File: src/hdl/ptrig_defines.vh
`ifndef PTRIG_DEFINES_VH
`define PTRIG_DEFINES_VH

// register byte offsets
`define PTRIG_CTRL_OFS      8'h00
`define PTRIG_STATUS_OFS    8'h04
`define PTRIG_IRQ_STAT_OFS  8'h08
`define PTRIG_IRQ_MASK_OFS  8'h0c
`define PTRIG_ERROR_OFS     8'h10
`define PTRIG_LAYOUTS_OFS   8'h14

// control fields
`define PTRIG_CTRL_STATIC   0
`define PTRIG_CTRL_EXTMEM   1
`define PTRIG_CTRL_VARS     2
`define PTRIG_CTRL_RST      32'h0000_0000

// irq status fields
`define PTRIG_IRQ_ORDER_DONE 0
`define PTRIG_IRQ_ERROR      1
`define PTRIG_IRQ_DISCARD    2
`define PTRIG_IRQ_W          3

// error codes
`define PTRIG_ERR_NONE      8'h00
`define PTRIG_ERR_MEASURE   8'h08
`define PTRIG_ERR_RIBBON    8'h0a
`define PTRIG_ERR_STOPBIT   8'h0b
`define PTRIG_ERR_CHECKBIT  8'h0c
`define PTRIG_ERR_DATALOSS  8'h0d

// minimum start pulse width, for reference of the far side
`define PTRIG_START_MIN_MS  50

`endif

File: src/hdl/ptrig_top.v
// Decided for this implementation: the AXI4-Lite interface to the registers and the register addresses.
`timescale 1ns/1ps
`include "ptrig_defines.vh"
// Contract
// RULE1 - dynamic mode starts only on a rising edge of print start
// RULE2 - controller holds each dynamic start pulse at least 50 ms
// RULE3 - static mode starts on high level, continues at once if layout generated
// RULE4 - static level removed: finish current layout, then halt
// RULE5 - start trigger during a print in progress is discarded
// RULE6 - print order output stays high until all layouts printed
// RULE7 - standard memory: next order generated only after previous order ends
// RULE8 - extended memory: next order generated early, ready raised
// RULE9 - extended memory: received data generated after an order starts
// RULE10 - dynamic mode: layout spacing set by trigger interval only
// RULE11 - layouts with variables are regenerated for every layout
// RULE12 - identical layouts are generated once and reused
// RULE13 - a multi-layout order is received from host only once
// RULE14 - next layout data may be received while printing
// RULE15 - serial faults get codes: stop bit 11, check bit 12, data loss 13
// RULE16 - no label during measurement raises error 8
// RULE17 - ribbon out during an order raises error 10
// RULE18 - shorter layout shortens trigger interval in standard mode only
// RULE19 - print start is synchronised before edge or level detection
module ptrig_top #(
    parameter GEN_CYCLES = 16'h0010
) (
    input  wire        clk_in,
    input  wire        reset_in,
    input  wire        clk_en_in,
    input  wire        print_start_in,
    input  wire        data_rx_in,
    input  wire        layout_fed_in,
    input  wire        serial_stop_bit_fault_in,
    input  wire        serial_check_bit_fault_in,
    input  wire        serial_data_loss_fault_in,
    input  wire        no_label_in,
    input  wire        ribbon_out_in,
    input  wire [7:0]  s_axi_awaddr,
    input  wire        s_axi_awvalid,
    output reg         s_axi_awready,
    input  wire [31:0] s_axi_wdata,
    input  wire [3:0]  s_axi_wstrb,
    input  wire        s_axi_wvalid,
    output reg         s_axi_wready,
    output reg  [1:0]  s_axi_bresp,
    output reg         s_axi_bvalid,
    input  wire        s_axi_bready,
    input  wire [7:0]  s_axi_araddr,
    input  wire        s_axi_arvalid,
    output reg         s_axi_arready,
    output reg  [31:0] s_axi_rdata,
    output reg  [1:0]  s_axi_rresp,
    output reg         s_axi_rvalid,
    input  wire        s_axi_rready,
    output reg         print_order_out,
    output reg         ready_out,
    output reg         print_out,
    output reg         head_up_out,
    output reg         irq_out
);

    // sequencer states
    localparam ST_IDLE  = 2'h0;
    localparam ST_PRINT = 2'h1;
    localparam ST_WAIT  = 2'h2;

    // software registers
    reg [31:0] ctrl_q;
    reg [7:0]  layouts_q;
    reg [2:0]  irq_mask_q;
    reg [2:0]  irq_stat_q;
    reg [7:0]  err_q;

    // start input synchroniser and edge memory
    reg        sync1_q;
    reg        sync2_q;
    reg        start_prev_q;

    // order sequencing and layout generation
    reg [1:0]  state_q;
    reg [7:0]  left_q;
    reg        order_q;
    reg        gen_done_q;
    reg        generating_q;
    reg        next_ready_q;
    reg        data_have_q;
    reg        regen_q;
    reg        gen_next_q;
    reg [15:0] gen_cnt_q;

    // bus write holding registers
    reg [7:0]  aw_q;
    reg        aw_have_q;
    reg [31:0] w_q;
    reg        w_have_q;

    // control fields
    wire static_mode = ctrl_q[`PTRIG_CTRL_STATIC];
    wire ext_mem     = ctrl_q[`PTRIG_CTRL_EXTMEM];
    wire has_vars    = ctrl_q[`PTRIG_CTRL_VARS];

    // start detection and bus events
    wire start_edge  = sync2_q & ~start_prev_q;
    wire start_ok    = static_mode ? sync2_q : start_edge;
    wire rd_fire     = s_axi_arvalid & s_axi_arready;
    wire wr_go       = aw_have_q & w_have_q & ~s_axi_bvalid;

    // sequencing events
    wire [2:0] irq_ev;
    wire       gen_fin   = generating_q & (gen_cnt_q == 16'h0001);
    wire       fed       = (state_q == ST_PRINT) & layout_fed_in;
    wire       last_fed  = fed & (left_q == 8'h01);
    wire       new_order = (state_q == ST_IDLE) & start_ok & gen_done_q;

    // error code priority and event flags
    reg [7:0] err_d;
    always @* begin
        err_d = 8'h00;
        if (serial_stop_bit_fault_in)
            err_d = `PTRIG_ERR_STOPBIT; // RULE15
        else if (serial_check_bit_fault_in)
            err_d = `PTRIG_ERR_CHECKBIT; // RULE15
        else if (serial_data_loss_fault_in)
            err_d = `PTRIG_ERR_DATALOSS; // RULE15
        else if (no_label_in)
            err_d = `PTRIG_ERR_MEASURE; // RULE16
        else if (ribbon_out_in && order_q)
            err_d = `PTRIG_ERR_RIBBON; // RULE17
    end

    assign irq_ev[`PTRIG_IRQ_ORDER_DONE] = (state_q == ST_PRINT) & layout_fed_in & (left_q == 8'h01);
    assign irq_ev[`PTRIG_IRQ_ERROR]      = (err_d != 8'h00);
    assign irq_ev[`PTRIG_IRQ_DISCARD]    = start_edge & (state_q == ST_PRINT); // RULE5

    // start synchroniser and edge memory
    always @(posedge clk_in) begin
        if (reset_in) begin
            sync1_q      <= 1'b0;
            sync2_q      <= 1'b0;
            start_prev_q <= 1'b0;
        end else if (clk_en_in) begin
            sync1_q      <= print_start_in; // RULE19
            sync2_q      <= sync1_q; // RULE19
            start_prev_q <= sync2_q; // RULE1
        end
    end

    // next values of generation and sequencing
    reg        data_have_d;
    reg        generating_d;
    reg [15:0] gen_cnt_d;
    reg        gen_done_d;
    reg        next_ready_d;
    reg        regen_d;
    reg        gen_next_d;
    reg [1:0]  state_d;
    reg [7:0]  left_d;
    reg        order_d;

    // layout generation: once per order, again for each layout with variables
    always @* begin
        data_have_d  = data_have_q;
        generating_d = generating_q;
        gen_cnt_d    = gen_cnt_q;
        gen_done_d   = gen_done_q;
        next_ready_d = next_ready_q;
        regen_d      = regen_q;
        gen_next_d   = gen_next_q;
        if (generating_q) begin
            gen_cnt_d = gen_cnt_q - 16'h0001;
            if (gen_fin) begin
                generating_d = 1'b0;
                if (gen_next_q && order_q)
                    next_ready_d = 1'b1; // RULE8
                else
                    gen_done_d = 1'b1;
            end
        end else if (regen_q) begin
            generating_d = 1'b1; // RULE11
            gen_cnt_d    = GEN_CYCLES;
            regen_d      = 1'b0;
            gen_next_d   = 1'b0;
        end else if (data_have_q && !next_ready_q &&
                     ((!order_q && !gen_done_q) || (ext_mem && order_q))) begin
            generating_d = 1'b1; // RULE7 RULE8 RULE9
            gen_cnt_d    = GEN_CYCLES;
            data_have_d  = 1'b0;
            gen_next_d   = order_q;
        end
        // host data may arrive while a layout prints, after the take above
        if (data_rx_in)
            data_have_d = 1'b1; // RULE13 RULE14
        if (fed && has_vars && !last_fed) begin
            gen_done_d = 1'b0; // RULE11
            regen_d    = 1'b1; // RULE11
        end
        // identical layouts keep the generated one until the order ends
        if (last_fed) begin
            gen_done_d   = next_ready_d; // RULE7 RULE12
            next_ready_d = 1'b0;
        end
    end

    // order and print sequencing
    always @* begin
        state_d = state_q;
        left_d  = left_q;
        order_d = order_q;
        case (state_q)
            ST_IDLE: begin
                if (new_order) begin
                    state_d = ST_PRINT; // RULE1 RULE3 RULE10
                    order_d = 1'b1;
                    left_d  = (layouts_q == 8'h00) ? 8'h01 : layouts_q;
                end
            end
            ST_PRINT: begin
                if (layout_fed_in) begin
                    left_d = left_q - 8'h01;
                    if (left_q == 8'h01) begin
                        order_d = 1'b0; // RULE6 RULE7 RULE18
                        state_d = ST_IDLE;
                    end else if (static_mode && sync2_q && gen_done_q && !has_vars) begin
                        state_d = ST_PRINT; // RULE3 RULE12
                    end else begin
                        state_d = ST_WAIT; // RULE4
                    end
                end
            end
            ST_WAIT: begin
                // next layout of the order waits for generation and a start edge, or a high level in static mode
                if (gen_done_q && start_ok)
                    state_d = ST_PRINT; // RULE1 RULE3
            end
            default: state_d = ST_IDLE;
        endcase
    end

    // generation and sequencing registers
    always @(posedge clk_in) begin
        if (reset_in) begin
            state_q      <= ST_IDLE;
            left_q       <= 8'h00;
            order_q      <= 1'b0;
            data_have_q  <= 1'b0;
            generating_q <= 1'b0;
            gen_cnt_q    <= 16'h0000;
            gen_done_q   <= 1'b0;
            next_ready_q <= 1'b0;
            regen_q      <= 1'b0;
            gen_next_q   <= 1'b0;
        end else if (clk_en_in) begin
            state_q      <= state_d;
            left_q       <= left_d;
            order_q      <= order_d;
            data_have_q  <= data_have_d;
            generating_q <= generating_d;
            gen_cnt_q    <= gen_cnt_d;
            gen_done_q   <= gen_done_d;
            next_ready_q <= next_ready_d;
            regen_q      <= regen_d;
            gen_next_q   <= gen_next_d;
        end
    end

    // pin outputs
    always @(posedge clk_in) begin
        if (reset_in) begin
            print_order_out <= 1'b0;
            ready_out       <= 1'b0;
            print_out       <= 1'b0;
            head_up_out     <= 1'b1;
            irq_out         <= 1'b0;
        end else if (clk_en_in) begin
            print_order_out <= order_q; // RULE6
            ready_out       <= (gen_done_q && state_q != ST_PRINT) || next_ready_q; // RULE8
            print_out       <= (state_q == ST_PRINT);
            head_up_out     <= (state_q != ST_PRINT);
            irq_out         <= |(irq_stat_q & irq_mask_q);
        end
    end

    // axi4-lite slave: write path, address and data taken in either order
    always @(posedge clk_in) begin
        if (reset_in) begin
            s_axi_awready <= 1'b0;
            s_axi_wready  <= 1'b0;
            s_axi_bvalid  <= 1'b0;
            s_axi_bresp   <= 2'h0;
            aw_have_q     <= 1'b0;
            w_have_q      <= 1'b0;
            aw_q          <= 8'h00;
            w_q           <= 32'h0000_0000;
            ctrl_q        <= `PTRIG_CTRL_RST;
            layouts_q     <= 8'h01;
            irq_mask_q    <= 3'h0;
        end else if (clk_en_in) begin
            s_axi_awready <= ~aw_have_q & ~s_axi_awready & s_axi_awvalid;
            s_axi_wready  <= ~w_have_q & ~s_axi_wready & s_axi_wvalid;
            if (s_axi_awvalid && s_axi_awready) begin
                aw_have_q <= 1'b1;
                aw_q      <= s_axi_awaddr;
            end
            if (s_axi_wvalid && s_axi_wready) begin
                w_have_q <= 1'b1;
                w_q      <= s_axi_wdata;
            end
            if (wr_go) begin
                aw_have_q    <= 1'b0;
                w_have_q     <= 1'b0;
                s_axi_bvalid <= 1'b1;
                s_axi_bresp  <= 2'h0;
                case (aw_q)
                    `PTRIG_CTRL_OFS:     ctrl_q     <= {29'h0, w_q[2:0]};
                    `PTRIG_IRQ_MASK_OFS: irq_mask_q <= w_q[2:0];
                    `PTRIG_LAYOUTS_OFS:  layouts_q  <= w_q[7:0];
                    `PTRIG_STATUS_OFS, `PTRIG_IRQ_STAT_OFS, `PTRIG_ERROR_OFS: s_axi_bresp <= 2'h0;
                    default:             s_axi_bresp <= 2'h2;
                endcase
            end else if (s_axi_bvalid && s_axi_bready) begin
                s_axi_bvalid <= 1'b0;
            end
        end
    end

    // axi4-lite slave: read path
    always @(posedge clk_in) begin
        if (reset_in) begin
            s_axi_arready <= 1'b0;
            s_axi_rvalid  <= 1'b0;
            s_axi_rdata   <= 32'h0000_0000;
            s_axi_rresp   <= 2'h0;
        end else if (clk_en_in) begin
            s_axi_arready <= ~s_axi_arready & ~s_axi_rvalid & s_axi_arvalid;
            if (rd_fire) begin
                s_axi_rvalid <= 1'b1;
                s_axi_rresp  <= 2'h0;
                case (s_axi_araddr)
                    `PTRIG_CTRL_OFS:     s_axi_rdata <= ctrl_q;
                    `PTRIG_STATUS_OFS:   s_axi_rdata <= {24'h0, left_q[3:0], order_q, gen_done_q, state_q};
                    `PTRIG_IRQ_STAT_OFS: s_axi_rdata <= {29'h0, irq_stat_q};
                    `PTRIG_IRQ_MASK_OFS: s_axi_rdata <= {29'h0, irq_mask_q};
                    `PTRIG_ERROR_OFS:    s_axi_rdata <= {24'h0, err_q};
                    `PTRIG_LAYOUTS_OFS:  s_axi_rdata <= {24'h0, layouts_q};
                    default: begin
                        s_axi_rdata <= 32'h0000_0000;
                        s_axi_rresp <= 2'h2;
                    end
                endcase
            end else if (s_axi_rvalid && s_axi_rready) begin
                s_axi_rvalid <= 1'b0;
            end
        end
    end

    // last error code, kept until a newer fault replaces it
    always @(posedge clk_in) begin
        if (reset_in) begin
            err_q <= `PTRIG_ERR_NONE;
        end else if (clk_en_in) begin
            if (err_d != 8'h00)
                err_q <= err_d; // RULE15 RULE16 RULE17
        end
    end

    // sticky irq status, cleared by its read; an event in that cycle wins
    always @(posedge clk_in) begin
        if (reset_in) begin
            irq_stat_q <= 3'h0;
        end else if (clk_en_in) begin
            if (rd_fire && s_axi_araddr == `PTRIG_IRQ_STAT_OFS)
                irq_stat_q <= irq_ev;
            else
                irq_stat_q <= irq_stat_q | irq_ev;
        end
    end

endmodule

File: config.mk
export PLATFORM = sky130hd
export DESIGN_NAME = ptrig_top
export DESIGN_NICKNAME = d
export VERILOG_FILES = /design/src/hdl/ptrig_top.v
export VERILOG_INCLUDE_DIRS = /design/src /design/src/hdl
export SDC_FILE = /design/constraint.sdc
export NUM_CORES = 1
export LEC_CHECK = 0
export BUFFER_PORTS_ARGS = -buffer_cell sky130_fd_sc_hd__buf_2
export CAP_MARGIN = 20
export CELL_PAD_IN_SITES_DETAIL_PLACEMENT = 0
export CELL_PAD_IN_SITES_GLOBAL_PLACEMENT = 1
export CORE_AREA = 2 2 117 119
export CTS_CLUSTER_SIZE = 16
export DETAILED_ROUTE_END_ITERATION = 8
export DIE_AREA = 0 0 119 121
export HOLD_SLACK_MARGIN = 0.15
export PLACE_DENSITY_LB_ADDON = 0.1
export REMOVE_ABC_BUFFERS = 1
export SLEW_MARGIN = 15
export SYNTH_ARGS = -nofsm -noshare
export SYNTH_HDL_FRONTEND = slang
export SYNTH_SLANG_ARGS = --single-unit
File: constraint.sdc
create_clock -name clk_in -period 2 [get_ports clk_in]
set_input_delay 0.2 -clock clk_in [delete_from_list [all_inputs] [get_ports clk_in]]
set_output_delay 0.2 -clock clk_in [all_outputs]
set_load 0.02 [all_outputs]
# Word level (Yosys, flattened, before mapping)
# Cells that the tools add are included.
# totals
regBits	125
out_inout_bits	46
# classes
add_sub_neg	2
n_eq_ne	23
mux	56
n_bitwise	27
n_reduce_logical	63
# ops
op	count
$mux W16	3
$pmux W8 S6	1
$mux W1	33
$eq A8 B4 Y1 const B	4
$eq A8 B5 Y1 const B	4
$logic_not A8 Y1	3
$mux W8	3
$reduce_and A2 Y1	11
$mux W4	5
$logic_and A1 B1 Y1	18
$and A1 B1 Y1	16
$eq A16 B1 Y1 const B	1
$eq A8 B3 Y1 const B	2
$pmux W8 S2	1
$reduce_and A4 Y1	4
$sub A16 B1 Y16 const B	1
$mux W2	7
$reduce_bool A2 Y1	7
$ne A2 B2 Y1 const B	6
$reduce_and A3 Y1	4
$reduce_or A6 Y1	2
$not A1 Y1	9
$reduce_bool A3 Y1	3
$eq A8 B1 Y1 const B	1
16 further kinds	22

# Logic depth before layout (Yosys ltp)
# Gate-level depths: netlist of the first run.
# depth
ltp_word	9
depth_mapped	7

# Worst setup path before layout of the first run
# No wires, ideal clock.
# synth_timing
path_type	flip-flop to flip-flop
start	register aw_q[0]
end	register layouts_q[0]
arrival_time_ns	1.903
t_required_ns	1.881
path_slack_ns	-0.022
path_stages_with_launch	6
n_path_buf	0
cell_sequence	dfxtp_1 > or4_4 > or2_4 > nor4_4 > mux2i_1 > nand2_1
# synth_between
elab_chain_len	2
# synth_rtl
element	line	text
from (decl)	ptrig_top.v:92	reg [7:0] aw_q;
from (signal assigned)	ptrig_top.v:302	aw_q <= s_axi_awaddr;
$eq A8 B5 Y1	ptrig_top.v:313	case (aw_q)
$reduce_and A3 Y1 (no line)	n/a	
to (signal assigned)	ptrig_top.v:316	`PTRIG_LAYOUTS_OFS: layouts_q <= w_q[7:0];
to (decl)	ptrig_top.v:69	reg [7:0] layouts_q;
# Every way passes these cells.
# A chain may end at the register's enable or synchronous reset.

# Final worst setup path of the first run
# layout_timing
start	register gen_done_q
end	register gen_cnt_q[10]
# layout_between
elab_chain_len	6
# layout_rtl
element	line	text
from (decl)	ptrig_top.v:83	reg gen_done_q;
from (signal assigned)	ptrig_top.v:259	gen_done_q <= gen_done_d;
$logic_not A1 Y1	ptrig_top.v:184	((!order_q && !gen_done_q) || (ext_mem && order_q))) begin
$logic_and A1 B1 Y1	ptrig_top.v:184	
$logic_or A1 B1 Y1	ptrig_top.v:184	
$logic_and A1 B1 Y1	ptrig_top.v:183	end else if (data_have_q && !next_ready_q &&
$reduce_bool A3 Y1 (no line)	n/a	
$reduce_and A2 Y1 (no line)	n/a	
to (signal assigned)	ptrig_top.v:258	gen_cnt_q <= gen_cnt_d;
to (decl)	ptrig_top.v:89	reg [15:0] gen_cnt_q;
# Every way passes these cells.

==> results.json, run 1 <==
{
  "num_rows": 42,
  "place_congestion": 0.770,
  "cts_buffers": 9,
  "avgSynthCellArea_um2": 8.37,
  "rsz0062_at_grt": "no",
  "drive_gt1_frac": 0.190,
  "power_mw": 4.69,
  "cts_tree": "yes",
  "dieArea_um2": 14400,
  "ios": 114,
  "clock_skew_ps": 6.48,
  "wl_mm": 11.3,
  "ir_drop_v": 0.000580,
  "vias": 3992,
  "hold_path_depth": 4,
  "ys_warn_count": 0,
  "initial_core_util": 0.342,
  "drt-wirelength-per-cell_um": 14.0,
  "worst-setup-path-type": "reg -> reg",
  "drc": 0,
  "netlist.area_leader.share": 0.425,
  "drv_cap": 0,
  "grt_overflow": 0,
  "clockBufferDepth": 2,
  "synth_area_leader_cell": "dfxtp_1",
  "cp_cell_sequence": "or2_2, a21oi_1, buf_4, o211ai_1, or4_1, a21oi_1",
  "core_area_um2": 13100,
  "setup_viol": 0,
  "end_kind": "flip-flop",
  "drtIter0Drc": 153,
  "area_growth_syn_to_layout_pct": 25.5,
  "vias_per_cell": 4.93,
  "finalInstanceArea_um2": 5620,
  "timing.fmax_mhz": 546,
  "grt_max_degree": 56,
  "grt_antenna_before_repair": 0,
  "synth_cells": 535,
  "layout_commonest_cell": "dfxtp_1",
  "yosys-top-cells-area": "dfxtp_1 (42%), nor2_1 (5.9%), a21oi_1 (5.7%)",
  "clock-root-buffer": "clkbuf_16",
  "finalSetupTns_ps": 0,
  "async_flop_share": 0,
  "h-tree-depth": 3,
  "layout.nets": 700,
  "post_dp_cell_area_um2": 5040,
  "critPathMostFrequentCell": "a21oi_1",
  "arrival_ps": 2110,
  "layout.cells.non_filler": 809,
  "clkSinkCount": 95,
  "cp.required_ps": 2280,
  "synth_seq_cells": 95,
  "hold-worst-slack_ps": 186,
  "first_pass_iters": 5,
  "final_antenna_net_count": 0,
  "synth_cell_types": 60,
  "grt_pass1_vias": 3680,
  "cp_slowest_stage_delay_ps": 420,
  "grt_use_total": 0.160,
  "reg2regPathDepth": 6,
  "worst-path-max-fanout": 16,
  "slowest_stage": "or4_1",
  "num_antenna_cells": 0,
  "synth_edf_count": 0,
  "status": "completed",
  "port_buffers": 59,
  "dp_hpwl_mm": 8.25,
  "hp-class": "in -> reg",
  "timing.final.crit_share": 0.916,
  "powerDensity_nw_per_um2": 834,
  "period_minus_slack_ps": 1830,
  "clkTransAtPathRegs_ps": 70,
  "syn_area_um2": 4480,
  "clock_latency_ps": 350,
  "cp-start-kind": "flip-flop",
  "mostFrequentLayoutCells": "dfxtp_1 (95), nor2_1 (70), nand2_1 (67)",
  "dp.cells": 773,
  "leakage_nw": 2.23,
  "yosysSeqAreaShare": 0.425,
  "maxSlewViolCount": 0,
  "hold_viol_final": 0,
  "grt_pass1_wl_mm": 18.3,
  "synthFlopType": "dfxtp_1",
  "die_w_um": 119,
  "die_y_um": 121
}
[critical path: cells and delay by family (launching register included)]
family	cells	cell delay [ps]
flops	1	360
simple gates	2	710
compound gates	3	460
buf+inv	1	220
[cell families after synthesis]
| group | Yosys count | synth area share |
|---|---|---|
| buffers and inverters | 62 | 0.0737 |
| multiplexers | 31 | 0.0785 |
| flip-flops | 95 | 0.425 |
| AO/OA/AOI/OAI | 119 | 0.166 |
| XOR/XNOR | 10 | 0.0196 |
| other | 1 | 0.000837 |
| AND/OR/NAND/NOR | 213 | 0.226 |
| adder cells (fa/ha/maj) | 4 | 0.0112 |
[Yosys cell counts, types with 5 or more instances]
library cell / number
a21oi_1: 51
o2111ai_1: 6
or4_1: 5
dfxtp_1: 95
xor2_1: 8
inv_1: 10
nand3_1: 10
nor3_1: 12
nor2_1: 71
nand2b_1: 6
o21ai_0: 17
nand2_1: 67
clkbuf_1: 23
a22oi_1: 6
nor4_1: 5
nor3b_1: 5
nor2b_1: 5
a211oi_1: 5
mux2i_1: 25
buf_4: 26
[report_power, final]
part           internal, mW  switching [mW]  leakage, nW
registers              1.96          0.0564        0.770
logic                 0.249           0.313         1.28
clock network          1.35           0.762        0.180
total                  3.56            1.13         2.23
[path summary, 6_finish.rpt]
kind / start / endpoint / slack [ps]
worst max-delay path: gen_done_q / gen_cnt_q[10] / 170
worst min-delay path: serial_stop_bit_fault_in / err_q[2] / 190
worst max register to register: gen_done_q / gen_cnt_q[10] / 170
worst min register to register: s_axi_rdata[0] / s_axi_rdata[0] / 450
[layout make-up]
cell class / instances / area [um2]
inverters: 11 / 41.3
clock buffers: 9 / 225
repair buffers: 108 / 738
fillers: 1328 / 7460
flip-flops and latches: 95 / 1900
multi-input cells: 403 / 2350
clock inverters: 7 / 143
well taps: 176 / 220
[state kept, by name, indices dropped and copies added, names as in the netlist, 4 cells and up]
name and count:
layouts_q 8, s_axi_rdata 8, left_q 8, err_q 4, w_q 8, gen_cnt_q 16, aw_q 8
[layer usage]
layer | vias up | part of all wire | track usage
met5 | - | 0 | 0
met4 | 0 | 0.019 | 0.0640
met3 | 14 | 0.036 | 0.0296
met2 | 78 | 0.44 | 0.250
met1 | 1881 | 0.50 | 0.220
li1 | 2019 | - | -
[stage by stage]
step	setup slack, ps	utilization
floorplan	-197	-
global placement	76.6	0.385
detailed placement	65.6	0.385
CTS	42.3	0.429
global route	26.3	0.430
finish	167	0.430
[timing repair]
item,4_1_cts,5_1_grt
hold buffers,20,0
endpoints found under the hold margin,20,0
gates resized for setup,0,4
buffers inserted,0,0
endpoints found under the setup margin,0,3
Power figures use the tool's default switching activity.
==> run 2: changes to the inputs <==
MAX_ROUTING_LAYER = met4   (was unset)
==> results.json, run 2 (synthesis gave the netlist of run 1 again) <==
{
  "dieArea_um2": 14400,
  "clock-root-buffer": "clkbuf_16",
  "hold_path_end": "err_q[2]",
  "reg2regPathDepth": 6,
  "grt_use_total": 0.165,
  "dp_hpwl_mm": 8.25,
  "period_minus_slack_ps": 1830,
  "p_clk_frac": 0.451,
  "drt-wirelength-per-cell_um": 13.9,
  "layout.nets": 700,
  "timing.rr.start": "gen_done_q",
  "grt_pass1_wl_mm": 18.3,
  "timing.fmax_mhz": 545,
  "intPower_mw": 3.56,
  "sw_frac_of_total": 0.242,
  "hold_viol_final": 0,
  "core_area_um2": 13100,
  "grt_pass1_vias": 3669,
  "seq_power_share": 0.429,
  "cp-start-kind": "flip-flop",
  "vias_per_cell": 4.91,
  "hold_path_depth": 4,
  "dp.cells": 773,
  "num_rows": 42,
  "die_y_um": 121,
  "place_congestion": 0.781,
  "setup_viol": 0,
  "drc": 0,
  "ir_drop_v": 0.000581,
  "grt_max_degree": 56,
  "port_buffers": 59,
  "timing.final.crit_share": 0.917,
  "r2r_end": "gen_cnt_q[10]",
  "ios": 114,
  "first_pass_iters": 4,
  "wl_mm": 11.3,
  "comb_power_share": 0.120,
  "clkTransAtPathRegs_ps": 70,
  "leakage_nw": 2.23,
  "powerDensity_nw_per_um2": 834,
  "die_w_um": 119,
  "drtIter0Drc": 140,
  "mostFrequentLayoutCells": "dfxtp_1 (95), nor2_1 (70), nand2_1 (67)",
  "status": "completed",
  "cp.required_ps": 2280,
  "grt_antenna_before_repair": 0,
  "clock_latency_ps": 350,
  "h-tree-depth": 3,
  "post-cts-setup-buffer-count": 0,
  "clkSinkCount": 95,
  "arrival_ps": 2120,
  "worst-setup-path-type": "reg -> reg",
  "grt_overflow": 0,
  "worst-path-max-fanout": 16,
  "clock_skew_ps": 6.84,
  "initial_core_util": 0.342,
  "drv_cap": 0,
  "drive_gt1_frac": 0.190,
  "layout.cells.non_filler": 809,
  "power.switching_mw": 1.14,
  "rsz0062_at_grt": "no",
  "hold_start": "serial_stop_bit_fault_in",
  "end_kind": "flip-flop",
  "preCtsSetupSlack_ps": 65.6,
  "layout_commonest_cell": "dfxtp_1",
  "clockBufferDepth": 2,
  "largest-register": "gen_cnt_q",
  "largest_reg_flops": 16,
  "rrSetupSlack_ps": 170,
  "hp-class": "in -> reg",
  "vias": 3974,
  "maxSlewViolCount": 0,
  "area_growth_syn_to_layout_pct": 25.5,
  "cts_tree": "yes",
  "fin_ws_ps": 165,
  "cts_buffers": 9,
  "final_antenna_net_count": 0,
  "num_antenna_cells": 0
}
run 2: cell counts in the layout (fill, tap and decap cells not counted):
Identical to the previous run, type by type.
run 2: final cells by class:
type,count,area (um2)
clock buffer,9,225
multi-input combinational,403,2350
inverter,11,41.3
sequential,95,1900
timing repair buffer,108,738
fill,1328,7460
tap,176,220
clock inverter,7,143
run 2: critical path, stage by stage, from the launching register on:
cell and delay (ps):
dfxtp_1 370, or2_2 290, a21oi_1 140, buf_4 220, o211ai_1 170, or4_1 420, a21oi_1 150
run 2: layer usage:
layer / global-route usage / vias up / wire [um]
met1: 0.221 / 1874 / 5660
met2: 0.250 / 71 / 5060
met5: - / - / 0
met4: 0.0640 / 0 / 187
li1: - / 2017 / -
met3: 0.0291 / 12 / 380
run 2: power by group through the flow:
stage | sequential (mW) | clock [mW] | combinational, mW
detailed placement | 2.06 | 0 | 0.530
CTS | 2.01 | 2.18 | 0.562
finish | 2.01 | 2.12 | 0.562
floorplan | 2.05 | 0 | 0.282
global placement | 2.05 | 0 | 0.528
global route | 2.02 | 2.26 | 0.619
run 2: worst max path at each step:
stage | start | end | cells past startpoint
after floorplan | order_q | gen_cnt_q[10] | 5
after global placement | aw_q[0] | layouts_q[0] | 6
after detailed placement | aw_q[0] | layouts_q[6] | 6
after CTS | aw_q[0] | layouts_q[4] | 6
after global routing | gen_done_q | gen_cnt_q[10] | 6
final | gen_done_q | gen_cnt_q[10] | 6
run 2: metrics by stage:
stage | area, um2 | setup TNS [ps] | util | total power [mW] | hold slack [ps]
4_1_cts | 5610 | 0 | 0.429 | 4.75 | 172
3_3_place_gp | 5040 | 0 | 0.385 | 2.58 | 440
3_5_place_dp | 5040 | 0 | 0.385 | 2.59 | 446
5_1_grt | 5620 | 0 | 0.430 | 4.90 | 212
6_report | 5620 | 0 | 0.430 | 4.69 | 185
2_1_floorplan | 4280 | -543 | - | 2.33 | 269
run 2: what timing repair did:
| item | 4_1_cts | 5_1_grt |
|---|---|---|
| resized for setup | 0 | 4 |
| hold buffers | 20 | 0 |
| setup endpoints to repair | 0 | 3 |
| hold endpoints to repair | 20 | 0 |
==> run 3: changes to the inputs <==
CELL_PAD_IN_SITES_DETAIL_PLACEMENT = 1   (was 0)
==> results.json, run 3 (synthesis gave the netlist of run 1 again) <==
{
  "cp-start-kind": "flip-flop",
  "powerDensity_nw_per_um2": 774,
  "largest_reg_flops": 16,
  "rsz0062_at_grt": "no",
  "period_minus_slack_ps": 1880,
  "cp_cell_sequence": "or2_2, a21oi_1, buf_4, o211ai_1, or4_1, a21oi_1",
  "vias": 4022,
  "worst-setup-path-type": "reg -> reg",
  "timing.rr.start": "gen_done_q",
  "drv_cap": 0,
  "finalSetupTns_ps": 0,
  "area_growth_syn_to_layout_pct": 23.7,
  "hold_path_depth": 4,
  "slowest_stage": "or4_1",
  "use_met2": 0.283,
  "layout.cells.non_filler": 808,
  "setup_viol": 0,
  "maxSlewViolCount": 0,
  "die_y_um": 121,
  "ios": 114,
  "ir_drop_v": 0.000387,
  "top_usage_layer": "met2",
  "grt_pass1_vias": 3910,
  "leakage_nw": 2.19,
  "arrival_ps": 2150,
  "grt_max_degree": 56,
  "status": "completed",
  "hold-worst-slack_ps": 195,
  "num_rows": 42,
  "worst-path-max-fanout": 16,
  "grt_use_total": 0.174,
  "clock-root-buffer": "clkbuf_16",
  "num_antenna_cells": 0,
  "layout.nets": 699,
  "hold_start": "s_axi_rready",
  "hold_viol_final": 0,
  "end_kind": "flip-flop",
  "first_pass_iters": 4,
  "hp-class": "in -> reg",
  "worstMarginPinSlew_ps": 548,
  "clockBufferDepth": 2,
  "clkTransAtPathRegs_ps": 60,
  "slew_headroom": 0.633,
  "initial_core_util": 0.342,
  "drive_gt1_frac": 0.188,
  "reg2regPathDepth": 6,
  "dp_hpwl_mm": 8.87,
  "hold_path_end": "s_axi_rvalid",
  "drt-wirelength-per-cell_um": 14.9,
  "final_antenna_net_count": 0,
  "die_w_um": 119,
  "grt_use_met3": 0.0244,
  "timing.fmax_mhz": 532,
  "port_buffers": 59,
  "critPathMostFrequentCell": "a21oi_1",
  "grt_antenna_before_repair": 0,
  "clock_latency_ps": 350,
  "grt_overflow": 0,
  "mostFrequentLayoutCells": "dfxtp_1 (95), nor2_1 (71), nand2_1 (67)",
  "layout_commonest_cell": "dfxtp_1",
  "power_mw": 4.29,
  "core_area_um2": 13100,
  "vias_per_cell": 4.98,
  "h-tree-depth": 3,
  "r2r_end": "gen_cnt_q[10]",
  "rrSetupSlack_ps": 120,
  "cts_tree": "yes",
  "place_congestion": 0.781,
  "timing.final.crit_share": 0.940,
  "setup.worst_path.start": "gen_done_q",
  "cp.required_ps": 2270,
  "clkSinkCount": 95,
  "largest-register": "gen_cnt_q",
  "clock_skew_ps": 5.56,
  "cts_buffers": 9,
  "wl_mm": 12.0,
  "dp.cells": 773,
  "drc": 0,
  "grt_use_met1": 0.224,
  "cp_slowest_stage_delay_ps": 430,
  "grt_pass1_wl_mm": 19.4,
  "drtIter0Drc": 161,
  "dieArea_um2": 14400
}
-- run 3: report_power, final --
| part | internal, mW | switching [mW] | leakage [nW] |
|---|---|---|---|
| combinational | 0.247 | 0.316 | 1.28 |
| sequential | 1.96 | 0.0589 | 0.770 |
| clock | 0.965 | 0.743 | 0.142 |
-- run 3: layout make-up --
| cell class | instances | area (um2) |
|---|---|---|
| Clock buffer | 10 | 229 |
| Clock inverter | 6 | 61.3 |
| Fill cell | 1576 | 7550 |
| Inverter | 11 | 41.3 |
| Multi-Input combinational cell | 403 | 2360 |
| Sequential cell | 95 | 1900 |
| Tap cell | 176 | 220 |
| Timing Repair Buffer | 107 | 728 |
-- run 3: critical path, delay by kind of cell, from the launching register on --
family / cells / cell delay (ps)
AND/OR/NAND/NOR: 2 / 720
flip-flops: 1 / 360
buffers and inverters: 1 / 230
AO/OA/AOI/OAI: 3 / 500
-- run 3: routing by layer --
metal | wire length, um | vias up
met4 | 170 | 0
met2 | 5710 | 64
met3 | 324 | 11
li1 | - | 2019
met1 | 5810 | 1928
met5 | 0 | -
-- run 3: stage by stage --
stage	utilization	setup WS, ps	instance area [um2]
after global placement	0.385	76.6	5040
after detailed placement	0.385	54.6	5040
after CTS	0.422	13.7	5520
after floorplan	-	-197	4280
final	0.423	121	5540
after global routing	0.423	18.5	5540
-- run 3: timing repair --
item,4_1_cts,5_1_grt
setup endpoints to repair,0,12
buffers inserted,0,0
hold buffers,19,0
endpoints found under the hold margin,19,0
gates resized for setup,0,4
-- run 3: how the worst max path moves through the flow --
stage                    end  cells after the start
6_report       gen_cnt_q[10]                      6
5_1_grt        gen_cnt_q[10]                      6
4_1_cts         layouts_q[3]                      6
3_5_place_dp    layouts_q[1]                      6
3_3_place_gp    layouts_q[0]                      6
2_1_floorplan  gen_cnt_q[10]                      5
